**config.mk**
```make
export PLATFORM = sky130hd
export DESIGN_NAME = arct_timers
export DESIGN_NICKNAME = d
export VERILOG_FILES = /design/src/arct_pkg.sv /design/src/arct_tick_if.sv /design/src/arct_sync2.sv /design/src/arct_tick_gen.sv /design/src/arct_timers.sv
export SDC_FILE = /design/constraint.sdc
export NUM_CORES = 1
export LEC_CHECK = 0
export ABC_AREA = 1
export BUFFER_PORTS_ARGS = -buffer_cell sky130_fd_sc_hd__buf_2
export CAP_MARGIN = 5
export CORE_MARGIN = 10
export CORE_UTILIZATION = 35
export CTS_CLUSTER_DIAMETER = 50
export CTS_CLUSTER_SIZE = 20
export DETAILED_ROUTE_END_ITERATION = 10
export PLACE_DENSITY = 0.53
export REMOVE_ABC_BUFFERS = 1
export SYNTH_ARGS = -nofsm -noshare
export SYNTH_HDL_FRONTEND = slang
export SYNTH_SLANG_ARGS = --single-unit
```
**constraint.sdc**
```tcl
create_clock -name clk -period 2.95 [get_ports clk]
set_input_delay 0.295 -clock clk [delete_from_list [all_inputs] [get_ports clk]]
set_output_delay 0.295 -clock clk [all_outputs]
set_load 0.03 [all_outputs]
```
**src/arct_pkg.sv**
```systemverilog
// Constants shared by the two-timer block: register addresses, field
// positions, values after reset and divider counts.
// Assumes an 8-bit special function register space with byte addresses.
`default_nettype none

package arct_pkg;

  // Register addresses, timer two
  localparam logic [7:0] ADDR_T2_CONTROL = 8'hC8;
  localparam logic [7:0] ADDR_T2_RELOAD_LOW = 8'hCA;
  localparam logic [7:0] ADDR_T2_RELOAD_HIGH = 8'hCB;
  localparam logic [7:0] ADDR_T2_COUNT_LOW = 8'hCC;
  localparam logic [7:0] ADDR_T2_COUNT_HIGH = 8'hCD;

  // Register addresses, timer three
  localparam logic [7:0] ADDR_T3_CONTROL = 8'h91;
  localparam logic [7:0] ADDR_T3_RELOAD_LOW = 8'h92;
  localparam logic [7:0] ADDR_T3_RELOAD_HIGH = 8'h93;
  localparam logic [7:0] ADDR_T3_COUNT_LOW = 8'h94;
  localparam logic [7:0] ADDR_T3_COUNT_HIGH = 8'h95;

  // Clock scale control register, shared by both timers
  localparam logic [7:0] ADDR_CLOCK_SCALE = 8'h8E;

  // Control register fields
  localparam int BIT_HIGH_FLAG = 7;
  localparam int BIT_LOW_FLAG = 6;
  localparam int BIT_LOW_IRQ_EN = 5;
  localparam int BIT_CAPTURE_EN = 4;
  localparam int BIT_SPLIT = 3;
  localparam int BIT_RUN = 2;
  localparam int BIT_XCLK_HI = 1;
  localparam int BIT_XCLK_LO = 0;

  // Clock scale field: timer two low select; then t2 high, t3 low, t3 high
  localparam int BIT_CLK_SEL_BASE = 4;

  // Values after reset
  localparam logic [7:0] RST_BYTE = 8'h00;
  localparam logic [3:0] RST_DIV = 4'h0;
  localparam logic [2:0] RST_OSC_DIV = 3'h0;

  // Divider counts: system clock by 12, oscillators by 8
  localparam logic [3:0] PRESCALE_LAST = 4'hB;
  localparam logic [2:0] OSC_DIV_LAST = 3'h7;
  localparam logic [7:0] BYTE_ALL_ONES = 8'hFF;

endpackage : arct_pkg

`default_nettype wire

```
**src/arct_tick_if.sv**
```systemverilog
// Tick strobes passed from the tick generator to the timer core.
// Assumes every strobe is one system clock wide and on the same clock.
`default_nettype none

interface arct_tick_if;
  logic presc_tick;
  logic [1:0] osc_tick;
  logic [1:0] cmp_tick;

  // Generator side
  modport src (output presc_tick, output osc_tick, output cmp_tick);
  // Timer core side
  modport use_side (input presc_tick, input osc_tick, input cmp_tick);
endinterface : arct_tick_if

`default_nettype wire

```
**src/arct_sync2.sv**
```systemverilog
// Two-stage synchroniser for levels that arrive from other clocks or pins.
// Assumes the inputs may change at any time relative to clk.
`default_nettype none

module arct_sync2 #(
  parameter int WIDTH = 4
) (
  // Clock and reset
  input wire logic clk,
  input wire logic sys_rst,
  // Levels
  input wire logic [WIDTH-1:0] async_in,
  output logic [WIDTH-1:0] sync_out
);

  logic [WIDTH-1:0] meta_ff;
  logic [WIDTH-1:0] sync_ff;

  // First stage is read by the second stage only
  always_ff @(posedge clk) begin
    if (sys_rst) begin
      meta_ff <= '0;
      sync_ff <= '0;
    end else begin
      meta_ff <= async_in;
      sync_ff <= meta_ff;
    end
  end

  assign sync_out = sync_ff;

endmodule : arct_sync2

`default_nettype wire

```
**src/arct_tick_gen.sv**
```systemverilog
// Tick generator: system clock by 12, oscillator clocks by 8 and
// comparator rising edges, each as a one-cycle strobe.
// Assumes its level inputs are already synchronised to clk.
`default_nettype none

module arct_tick_gen (
  // Clock and reset
  input wire logic clk,
  input wire logic sys_rst,
  // Synchronised levels, index 0 for timer two, 1 for timer three
  input wire logic [1:0] osc_lvl,
  input wire logic [1:0] cmp_lvl,
  // Strobes out
  arct_tick_if.src ticks
);

  logic [3:0] presc_ff;
  logic [1:0] osc_prev_ff;
  logic [1:0] cmp_prev_ff;
  logic [2:0] osc_div_ff [2];

  // Free-running prescaler, strobe on the twelfth cycle
  always_ff @(posedge clk) begin
    if (sys_rst || presc_ff == arct_pkg::PRESCALE_LAST) begin
      presc_ff <= arct_pkg::RST_DIV;
    end else begin
      presc_ff <= presc_ff + 4'h1;
    end
  end

  // Edge history of the synchronised levels
  always_ff @(posedge clk) begin
    if (sys_rst) begin
      osc_prev_ff <= 2'h0;
      cmp_prev_ff <= 2'h0;
    end else begin
      osc_prev_ff <= osc_lvl;
      cmp_prev_ff <= cmp_lvl;
    end
  end

  // Count oscillator rising edges; every eighth gives a strobe
  always_ff @(posedge clk) begin
    for (int i = 0; i < 2; i++) begin
      if (sys_rst) begin
        osc_div_ff[i] <= arct_pkg::RST_OSC_DIV;
      end else if (osc_lvl[i] && !osc_prev_ff[i]) begin
        osc_div_ff[i] <= osc_div_ff[i] + 3'h1;
      end
    end
  end

  // Registered strobes, one cycle after the causing edge
  always_ff @(posedge clk) begin
    if (sys_rst) begin
      ticks.presc_tick <= 1'b0;
      ticks.osc_tick <= 2'h0;
      ticks.cmp_tick <= 2'h0;
    end else begin
      ticks.presc_tick <= (presc_ff == arct_pkg::PRESCALE_LAST);
      for (int i = 0; i < 2; i++) begin
        ticks.osc_tick[i] <= osc_lvl[i] && !osc_prev_ff[i]
                             && (osc_div_ff[i] == arct_pkg::OSC_DIV_LAST);
        ticks.cmp_tick[i] <= cmp_lvl[i] && !cmp_prev_ff[i];
      end
    end
  end

endmodule : arct_tick_gen

`default_nettype wire

```
**src/arct_timers.sv**
```systemverilog
// Two auto-reload/capture timers behind the special function register port.
// Index 0 of every array is timer two, index 1 is timer three.
// Assumes the core issues single-cycle read and write strobes on clk and
// that interrupt enables come from the interrupt controller on the same clock.
`default_nettype none

module arct_timers (
  // Clock and reset
  input wire logic clk,
  input wire logic sys_rst,
  // Special function register port
  input wire logic [7:0] sfr_addr,
  input wire logic sfr_wr,
  input wire logic sfr_rd,
  input wire logic [7:0] sfr_wdata,
  output logic [7:0] sfr_rdata,
  // Interrupt enables from the interrupt controller
  input wire logic t2_irq_enable,
  input wire logic t3_irq_enable,
  // Asynchronous clock and comparator inputs
  input wire logic slow_osc_clk,
  input wire logic ext_osc_clk,
  input wire logic cmp0_out,
  input wire logic cmp1_out,
  // Interrupt requests
  output logic t2_irq,
  output logic t3_irq
);

  // Zero byte for capture-mode wraps and unmapped reads
  localparam logic [7:0] RST_ZERO = arct_pkg::RST_BYTE;

  // Register state
  logic [7:0] ctl_ff [2];
  logic [7:0] cnt_lo_ff [2];
  logic [7:0] cnt_hi_ff [2];
  logic [7:0] rl_lo_ff [2];
  logic [7:0] rl_hi_ff [2];
  logic [7:0] clk_scale_ff;
  logic [7:0] rdata_ff;
  logic [1:0] irq_ff;

  // Next values
  logic [7:0] nxt_ctl [2];
  logic [7:0] nxt_cnt_lo [2];
  logic [7:0] nxt_cnt_hi [2];
  logic [7:0] nxt_rl_lo [2];
  logic [7:0] nxt_rl_hi [2];
  logic [7:0] nxt_rdata;
  logic [1:0] nxt_irq;

  // Per-timer decode and events
  logic [1:0] wr_ctl, wr_lo, wr_hi, wr_rl_lo, wr_rl_hi;
  logic [1:0] tick_lo, tick_hi, cap_evt;
  logic [1:0] lo_inc, hi_inc, lo_wrap, hi_wrap;
  logic [1:0] irq_en;

  logic [3:0] sync_lvl;

  arct_tick_if ticks ();

  // Pins cross into the clock domain before any use
  arct_sync2 #(
    .WIDTH(4)
  ) u_sync (
    .clk(clk),
    .sys_rst(sys_rst),
    .async_in({cmp1_out, cmp0_out, ext_osc_clk, slow_osc_clk}),
    .sync_out(sync_lvl)
  );

  arct_tick_gen u_ticks (
    .clk(clk),
    .sys_rst(sys_rst),
    .osc_lvl(sync_lvl[1:0]),
    .cmp_lvl(sync_lvl[3:2]),
    .ticks(ticks.src)
  );

  assign irq_en = {t3_irq_enable, t2_irq_enable};

  // Source for one half: system clock, or the one named by the field
  function automatic logic pick_tick(input logic use_sys, input logic [1:0] field,
                                     input logic presc, input logic osc,
                                     input logic cmp);
    if (use_sys) begin
      return 1'b1;
    end else if (!field[0]) begin
      return presc;
    end else if (field[1]) begin
      return cmp;
    end
    return osc;
  endfunction : pick_tick

  // Address of a timer register: the timer two address for t == 0, else the timer three one
  function automatic logic [7:0] taddr(input int t, input logic [7:0] a2,
                                       input logic [7:0] a3);
    return (t == 0) ? a2 : a3;
  endfunction : taddr

  // Write strobes per timer register
  always_comb begin
    for (int i = 0; i < 2; i++) begin
      wr_ctl[i] = sfr_wr && sfr_addr == taddr(i, arct_pkg::ADDR_T2_CONTROL,
                                              arct_pkg::ADDR_T3_CONTROL);
      wr_lo[i] = sfr_wr && sfr_addr == taddr(i, arct_pkg::ADDR_T2_COUNT_LOW,
                                             arct_pkg::ADDR_T3_COUNT_LOW);
      wr_hi[i] = sfr_wr && sfr_addr == taddr(i, arct_pkg::ADDR_T2_COUNT_HIGH,
                                             arct_pkg::ADDR_T3_COUNT_HIGH);
      wr_rl_lo[i] = sfr_wr && sfr_addr == taddr(i, arct_pkg::ADDR_T2_RELOAD_LOW,
                                                arct_pkg::ADDR_T3_RELOAD_LOW);
      wr_rl_hi[i] = sfr_wr && sfr_addr == taddr(i, arct_pkg::ADDR_T2_RELOAD_HIGH,
                                                arct_pkg::ADDR_T3_RELOAD_HIGH);
    end
  end

  // Clock selection and capture events
  always_comb begin
    for (int i = 0; i < 2; i++) begin
      tick_lo[i] = pick_tick(clk_scale_ff[arct_pkg::BIT_CLK_SEL_BASE + 2 * i],
                             ctl_ff[i][arct_pkg::BIT_XCLK_HI:arct_pkg::BIT_XCLK_LO],
                             ticks.presc_tick, ticks.osc_tick[i],
                             ticks.cmp_tick[i]);
      tick_hi[i] = pick_tick(clk_scale_ff[arct_pkg::BIT_CLK_SEL_BASE + 2 * i + 1],
                             ctl_ff[i][arct_pkg::BIT_XCLK_HI:arct_pkg::BIT_XCLK_LO],
                             ticks.presc_tick, ticks.osc_tick[i],
                             ticks.cmp_tick[i]);
      // Comparator edges or every eighth oscillator cycle
      cap_evt[i] = ctl_ff[i][arct_pkg::BIT_CAPTURE_EN]
                   && (ctl_ff[i][arct_pkg::BIT_XCLK_HI] ? ticks.cmp_tick[i]
                                                         : ticks.osc_tick[i]);
    end
  end

  // Increment and wrap detection for both widths
  always_comb begin
    for (int i = 0; i < 2; i++) begin
      if (ctl_ff[i][arct_pkg::BIT_SPLIT]) begin
        lo_inc[i] = tick_lo[i];
        hi_inc[i] = ctl_ff[i][arct_pkg::BIT_RUN] && tick_hi[i];
        lo_wrap[i] = lo_inc[i] && cnt_lo_ff[i] == arct_pkg::BYTE_ALL_ONES;
        hi_wrap[i] = hi_inc[i] && cnt_hi_ff[i] == arct_pkg::BYTE_ALL_ONES;
      end else begin
        lo_inc[i] = ctl_ff[i][arct_pkg::BIT_RUN] && tick_lo[i];
        lo_wrap[i] = lo_inc[i] && cnt_lo_ff[i] == arct_pkg::BYTE_ALL_ONES;
        hi_inc[i] = lo_wrap[i];
        hi_wrap[i] = lo_wrap[i] && cnt_hi_ff[i] == arct_pkg::BYTE_ALL_ONES;
      end
    end
  end

  // Counter next values; a software write to a byte wins over counting
  always_comb begin
    for (int i = 0; i < 2; i++) begin
      nxt_cnt_lo[i] = cnt_lo_ff[i];
      nxt_cnt_hi[i] = cnt_hi_ff[i];
      if (ctl_ff[i][arct_pkg::BIT_SPLIT]) begin
        // Each half reloads from its own byte
        if (lo_wrap[i]) begin
          nxt_cnt_lo[i] = rl_lo_ff[i];
        end else if (lo_inc[i]) begin
          nxt_cnt_lo[i] = cnt_lo_ff[i] + 8'h01;
        end
        if (hi_wrap[i]) begin
          nxt_cnt_hi[i] = rl_hi_ff[i];
        end else if (hi_inc[i]) begin
          nxt_cnt_hi[i] = cnt_hi_ff[i] + 8'h01;
        end
      end else if (hi_wrap[i]) begin
        // Capture mode keeps the reload pair for captures, so wrap to zero
        if (ctl_ff[i][arct_pkg::BIT_CAPTURE_EN]) begin
          nxt_cnt_lo[i] = RST_ZERO;
          nxt_cnt_hi[i] = RST_ZERO;
        end else begin
          nxt_cnt_lo[i] = rl_lo_ff[i];
          nxt_cnt_hi[i] = rl_hi_ff[i];
        end
      end else if (lo_inc[i]) begin
        nxt_cnt_lo[i] = cnt_lo_ff[i] + 8'h01;
        nxt_cnt_hi[i] = cnt_hi_ff[i] + {7'h00, hi_inc[i]};
      end
      if (wr_lo[i]) begin
        nxt_cnt_lo[i] = sfr_wdata;
      end
      if (wr_hi[i]) begin
        nxt_cnt_hi[i] = sfr_wdata;
      end
    end
  end

  // Reload pair: a capture wins over a software write in the same cycle
  always_comb begin
    for (int i = 0; i < 2; i++) begin
      nxt_rl_lo[i] = wr_rl_lo[i] ? sfr_wdata : rl_lo_ff[i];
      nxt_rl_hi[i] = wr_rl_hi[i] ? sfr_wdata : rl_hi_ff[i];
      if (cap_evt[i]) begin
        nxt_rl_lo[i] = cnt_lo_ff[i];
        nxt_rl_hi[i] = cnt_hi_ff[i];
      end
    end
  end

  // Control and sticky flags; a hardware set wins over a software clear
  always_comb begin
    for (int i = 0; i < 2; i++) begin
      nxt_ctl[i] = wr_ctl[i] ? sfr_wdata : ctl_ff[i];
      nxt_ctl[i][arct_pkg::BIT_HIGH_FLAG] = nxt_ctl[i][arct_pkg::BIT_HIGH_FLAG]
                                            | hi_wrap[i] | cap_evt[i];
      nxt_ctl[i][arct_pkg::BIT_LOW_FLAG] = nxt_ctl[i][arct_pkg::BIT_LOW_FLAG]
                                           | lo_wrap[i];
    end
  end

  // Interrupt request is a level from the sticky flags, so none is missed
  always_comb begin
    for (int i = 0; i < 2; i++) begin
      nxt_irq[i] = irq_en[i] && (ctl_ff[i][arct_pkg::BIT_HIGH_FLAG]
                   || (ctl_ff[i][arct_pkg::BIT_LOW_IRQ_EN]
                       && ctl_ff[i][arct_pkg::BIT_LOW_FLAG]));
    end
  end

  // Read multiplexer; unmapped addresses read as zero
  always_comb begin
    nxt_rdata = RST_ZERO;
    if (sfr_addr == arct_pkg::ADDR_CLOCK_SCALE) begin
      nxt_rdata = clk_scale_ff;
    end
    for (int i = 0; i < 2; i++) begin
      if (sfr_addr == taddr(i, arct_pkg::ADDR_T2_CONTROL, arct_pkg::ADDR_T3_CONTROL)) begin
        nxt_rdata = ctl_ff[i];
      end
      if (sfr_addr == taddr(i, arct_pkg::ADDR_T2_COUNT_LOW,
                            arct_pkg::ADDR_T3_COUNT_LOW)) begin
        nxt_rdata = cnt_lo_ff[i];
      end
      if (sfr_addr == taddr(i, arct_pkg::ADDR_T2_COUNT_HIGH,
                            arct_pkg::ADDR_T3_COUNT_HIGH)) begin
        nxt_rdata = cnt_hi_ff[i];
      end
      if (sfr_addr == taddr(i, arct_pkg::ADDR_T2_RELOAD_LOW,
                            arct_pkg::ADDR_T3_RELOAD_LOW)) begin
        nxt_rdata = rl_lo_ff[i];
      end
      if (sfr_addr == taddr(i, arct_pkg::ADDR_T2_RELOAD_HIGH,
                            arct_pkg::ADDR_T3_RELOAD_HIGH)) begin
        nxt_rdata = rl_hi_ff[i];
      end
    end
  end

  // Timer registers
  always_ff @(posedge clk) begin
    for (int i = 0; i < 2; i++) begin
      if (sys_rst) begin
        ctl_ff[i] <= arct_pkg::RST_BYTE;
        cnt_lo_ff[i] <= arct_pkg::RST_BYTE;
        cnt_hi_ff[i] <= arct_pkg::RST_BYTE;
        rl_lo_ff[i] <= arct_pkg::RST_BYTE;
        rl_hi_ff[i] <= arct_pkg::RST_BYTE;
      end else begin
        ctl_ff[i] <= nxt_ctl[i];
        cnt_lo_ff[i] <= nxt_cnt_lo[i];
        cnt_hi_ff[i] <= nxt_cnt_hi[i];
        rl_lo_ff[i] <= nxt_rl_lo[i];
        rl_hi_ff[i] <= nxt_rl_hi[i];
      end
    end
  end

  // Clock scale register, written whole
  always_ff @(posedge clk) begin
    if (sys_rst) begin
      clk_scale_ff <= arct_pkg::RST_BYTE;
    end else if (sfr_wr && sfr_addr == arct_pkg::ADDR_CLOCK_SCALE) begin
      clk_scale_ff <= sfr_wdata;
    end
  end

  // Read data held until the next read strobe
  always_ff @(posedge clk) begin
    if (sys_rst) begin
      rdata_ff <= arct_pkg::RST_BYTE;
    end else if (sfr_rd) begin
      rdata_ff <= nxt_rdata;
    end
  end

  // Interrupt request flops
  always_ff @(posedge clk) begin
    if (sys_rst) begin
      irq_ff <= 2'h0;
    end else begin
      irq_ff <= nxt_irq;
    end
  end

  assign sfr_rdata = rdata_ff;
  assign t2_irq = irq_ff[0];
  assign t3_irq = irq_ff[1];

endmodule : arct_timers

`default_nettype wire

```
==> impl_metrics.tcl <==
set metrics [dict create \
    grt_pass1_vias 7480 \
    final_core_util 0.411 \
    period_share 0.890 \
    synth-simple-area-share 0.310 \
    synth_edf_count 6 \
    busiest_layer "met2" \
    status "finished clean" \
    hpwl_microns 19700 \
    layout-drive-gt1-share 0.0977 \
    setup_violations 0 \
    grt_pass1_wl_microns 42400 \
    finalWorstSetupSlack_ns 0.326 \
    powerDensity_nw_per_um2 477 \
    start_util 0.358 \
    cts_sinks 125 \
    routed_via_density 5.32 \
    cts_made_buffers 17 \
    ys_seq_area_frac 0.338 \
    clkTransAtPathRegs_ns 0.06 \
    slowest_stage "dfxtp_2" \
    arrival_ns 2.93 \
    muxShareOfSynthArea 0 \
    path_cells "ha_1 > nand3_2 > nor2_4 > nand2_1 > nand2_2 > nand2_1 > nor2_2 > ha_1 > ha_1 > inv_1 > o21ai_0 > nand3_1 > xor2_1 > inv_1 > a21oi_1 > nand2_1 > o21ai_0 > a21oi_1" \
    syn_to_final_growth_pct 14.6 \
    clock_path_buffers 2 \
    hp-class "input pin to flop" \
    worst_ep_required_time_ns 3.25 \
    grt_max_degree 55 \
    die_area_sq_um 27900 \
    syn_area_per_cell_sq_um 6.40 \
    stdcell_count 1503 \
    hold_buffers 0 \
    cts_tree "done" \
    p_total_mw 4.14 \
    slew_viol_final 0 \
    globalRouteMet3Util 0.0379 \
    max_slew.worst_pin.slew_ns 0.848 \
    synth_flop_cell "dfxtp_1" \
    dp.cells 1471 \
    fin_worst_skew_ns 0.0106 \
    cts_root_buffer "clkbuf_16" \
    nets 1254 \
    ios 36 \
    ant_nets 0 \
    cp-start-kind "flop" \
    design_area_sq_um 8680 \
    synth_top_family_by_area "simple AND/OR/NAND/NOR gates" \
    antenna_found_initial 0 \
    synth_compound_area_frac 0.208 \
    drcViolationCount 0 \
    slew-limit-headroom 0.433 \
    vias 7992 \
    die_width_microns 167 \
    grt_overflow 0 \
    cp_max_fo 5 \
    placed_cell_area_sq_um 8050 \
    leakagePower_nw 3.52 \
    fill_cells 2253 \
    slowest_delay_ns 0.38 \
    netlist_area_sq_um 7580 \
    drt_iter0_drc 747 \
    ys.warnings.count 0 \
    wire_per_inst_microns 17.8 \
    clock_latency_ns 0.43 \
    setup_tns_ns 0 \
    holdWs_ns 0.0682 \
    dpl_worst_slack_ns 0.207 \
    fin_crit_ns 2.62 \
    fmax_ghz 0.381 \
    dr.pass1.iters 5 \
    fp.coreArea_sq_um 21200 \
    dieHeight_microns 167 \
    gp_congestion 0.950 \
    async_reset_ff_frac 0 \
    path_class "flop to flop" \
    vdd_ir_drop_max_v 0.000321 \
    synthCells 1184 \
    gr-usage-met1 0.265 \
    io_buffers 35 \
    ys_ff_latch 125 \
    maxCapViolations 0 \
    synthXorXnorAreaFrac 0.0196 \
    post_cts_buffers 0 \
    ys_types 43 \
    multi_input_area_sq_um 4250 \
    antennaDiodeCount 0 \
    yosys.area_share.adder 0.0215 \
    routed_wirelength_microns 26800 \
    ctsHtreeMaxLevel 4 \
    hold_violations 0 \
    track_usage 0.187 \
    globalRouteMet2Util 0.280 \
    rows 53 \
    cts_resized 0 \
    cp-end-kind "flop" \
    seq_area_sq_um 2570 \
]
[final timing paths]
kind / depth (start not counted) / slack, ns / startpoint / end
min reg2reg: 1 / 0.38 / u_ticks.cmp_prev_ff[1] / u_ticks.ticks.cmp_tick[1]
max reg2reg: 18 / 0.33 / cnt_lo_ff[0][0] / cnt_hi_ff[0][4]
min: 3 / 0.07 / slow_osc_clk / u_sync.meta_ff[0]
max: 18 / 0.33 / cnt_lo_ff[0][0] / cnt_hi_ff[0][4]
[cell usage after synthesis (3+ instances only)]
master / number / area, sq um
a21oi_1: 129 / 646
a31oi_1: 10 / 62.6
nor3_1: 12 / 60.1
xnor2_1: 4 / 35.0
xor2_1: 13 / 114
o211ai_1: 12 / 90.1
clkinv_1: 3 / 11.3
nand4_1: 33 / 206
clkbuf_1: 21 / 78.8
buf_1: 6 / 22.5
a32oi_1: 5 / 43.8
inv_1: 147 / 552
nor2_1: 143 / 537
edfxtp_1: 6 / 180
buf_2: 8 / 40.0
or2_2: 4 / 25.0
inv_2: 5 / 18.8
o21ai_1: 3 / 15.0
nand2_2: 6 / 37.5
o21a_1: 4 / 30.0
ha_1: 13 / 163
nand2_1: 252 / 946
nand3_1: 73 / 365
dfxtp_1: 119 / 2380
nor2_2: 5 / 31.3
nand3b_1: 7 / 52.6
o21ai_0: 115 / 576
o31ai_1: 3 / 22.5
buf_4: 5 / 37.5
[area by class of cell]
type,instances,share of cell area
flip-flops and latches,125,0.295
clock inverters,9,0.0157
well taps,275,0.0396
repair buffers,54,0.0380
multi-input cells,862,0.489
inverters,155,0.0670
clock buffers,23,0.0550
[logic make-up after synthesis]
family	count (synthesis)
simple gates	542
flops	125
fa+ha+maj	13
xor+xnor	17
compound gates	290
buf+inv	197
[registers in the layout, summed over array words and instances (netlist names)]
signal                    cells
clk_scale_ff                  8
cnt_hi_ff                    16
cnt_lo_ff                    16
ctl_ff                       16
irq_ff                        2
rl_hi_ff                     16
rl_lo_ff                     16
sfr_rdata                     8
u_sync.meta_ff                4
u_sync.sync_out               4
u_ticks.cmp_prev_ff           2
u_ticks.osc_div_ff            6
u_ticks.osc_prev_ff           2
u_ticks.presc_ff              4
u_ticks.ticks.cmp_tick        2
u_ticks.ticks.osc_tick        2
u_ticks.ticks.presc_tick      1
[report_power, final]
part	leakage (nW)	internal [mW]	switching (mW)	total [mW]
Sequential	1.03	1.72	0.00892	1.73
Combinational	2.20	0.0447	0.140	0.184
Clock	0.294	1.40	0.829	2.23
Total	3.52	3.16	0.978	4.14
[routing by layer]
| metal | wire length [microns] | vias to the layer above | part of all wire |
|---|---|---|---|
| met4 | 499 | 0 | 0.019 |
| met3 | 2030 | 31 | 0.076 |
| met1 | 12900 | 3663 | 0.48 |
| met2 | 11400 | 301 | 0.42 |
| li1 | - | 3997 | - |
| met5 | 0 | - | 0 |
[worst max-delay path: cells and delay by family (launching register included)]
kind / cells / cell delay (ns)
buffers and inverters: 2 / 0.11
XOR/XNOR: 1 / 0.15
adder cells (fa/ha/maj): 3 / 0.61
flip-flops: 1 / 0.38
AND/OR/NAND/NOR: 8 / 0.82
AO/OA/AOI/OAI: 4 / 0.42
[cells in the final DEF (no fill, tap or decap), types with 6 or more instances in the layout]
cell type | netlist | routed
nand2_1 | 252 | 252
inv_1 | 147 | 147
nor2_1 | 143 | 140
a21oi_1 | 129 | 129
dfxtp_1 | 119 | 116
o21ai_0 | 115 | 115
nand3_1 | 73 | 73
buf_2 | 8 | 35
nand4_1 | 33 | 33
buf_4 | 5 | 18
clkbuf_16 | 0 | 17
xor2_1 | 13 | 13
nor3_1 | 12 | 12
o211ai_1 | 12 | 12
ha_1 | 13 | 12
a31oi_1 | 10 | 10
nor2_2 | 5 | 7
nand3b_1 | 7 | 7
nand2_2 | 6 | 6
edfxtp_1 | 6 | 6
Power figures use the tool's default switching activity.
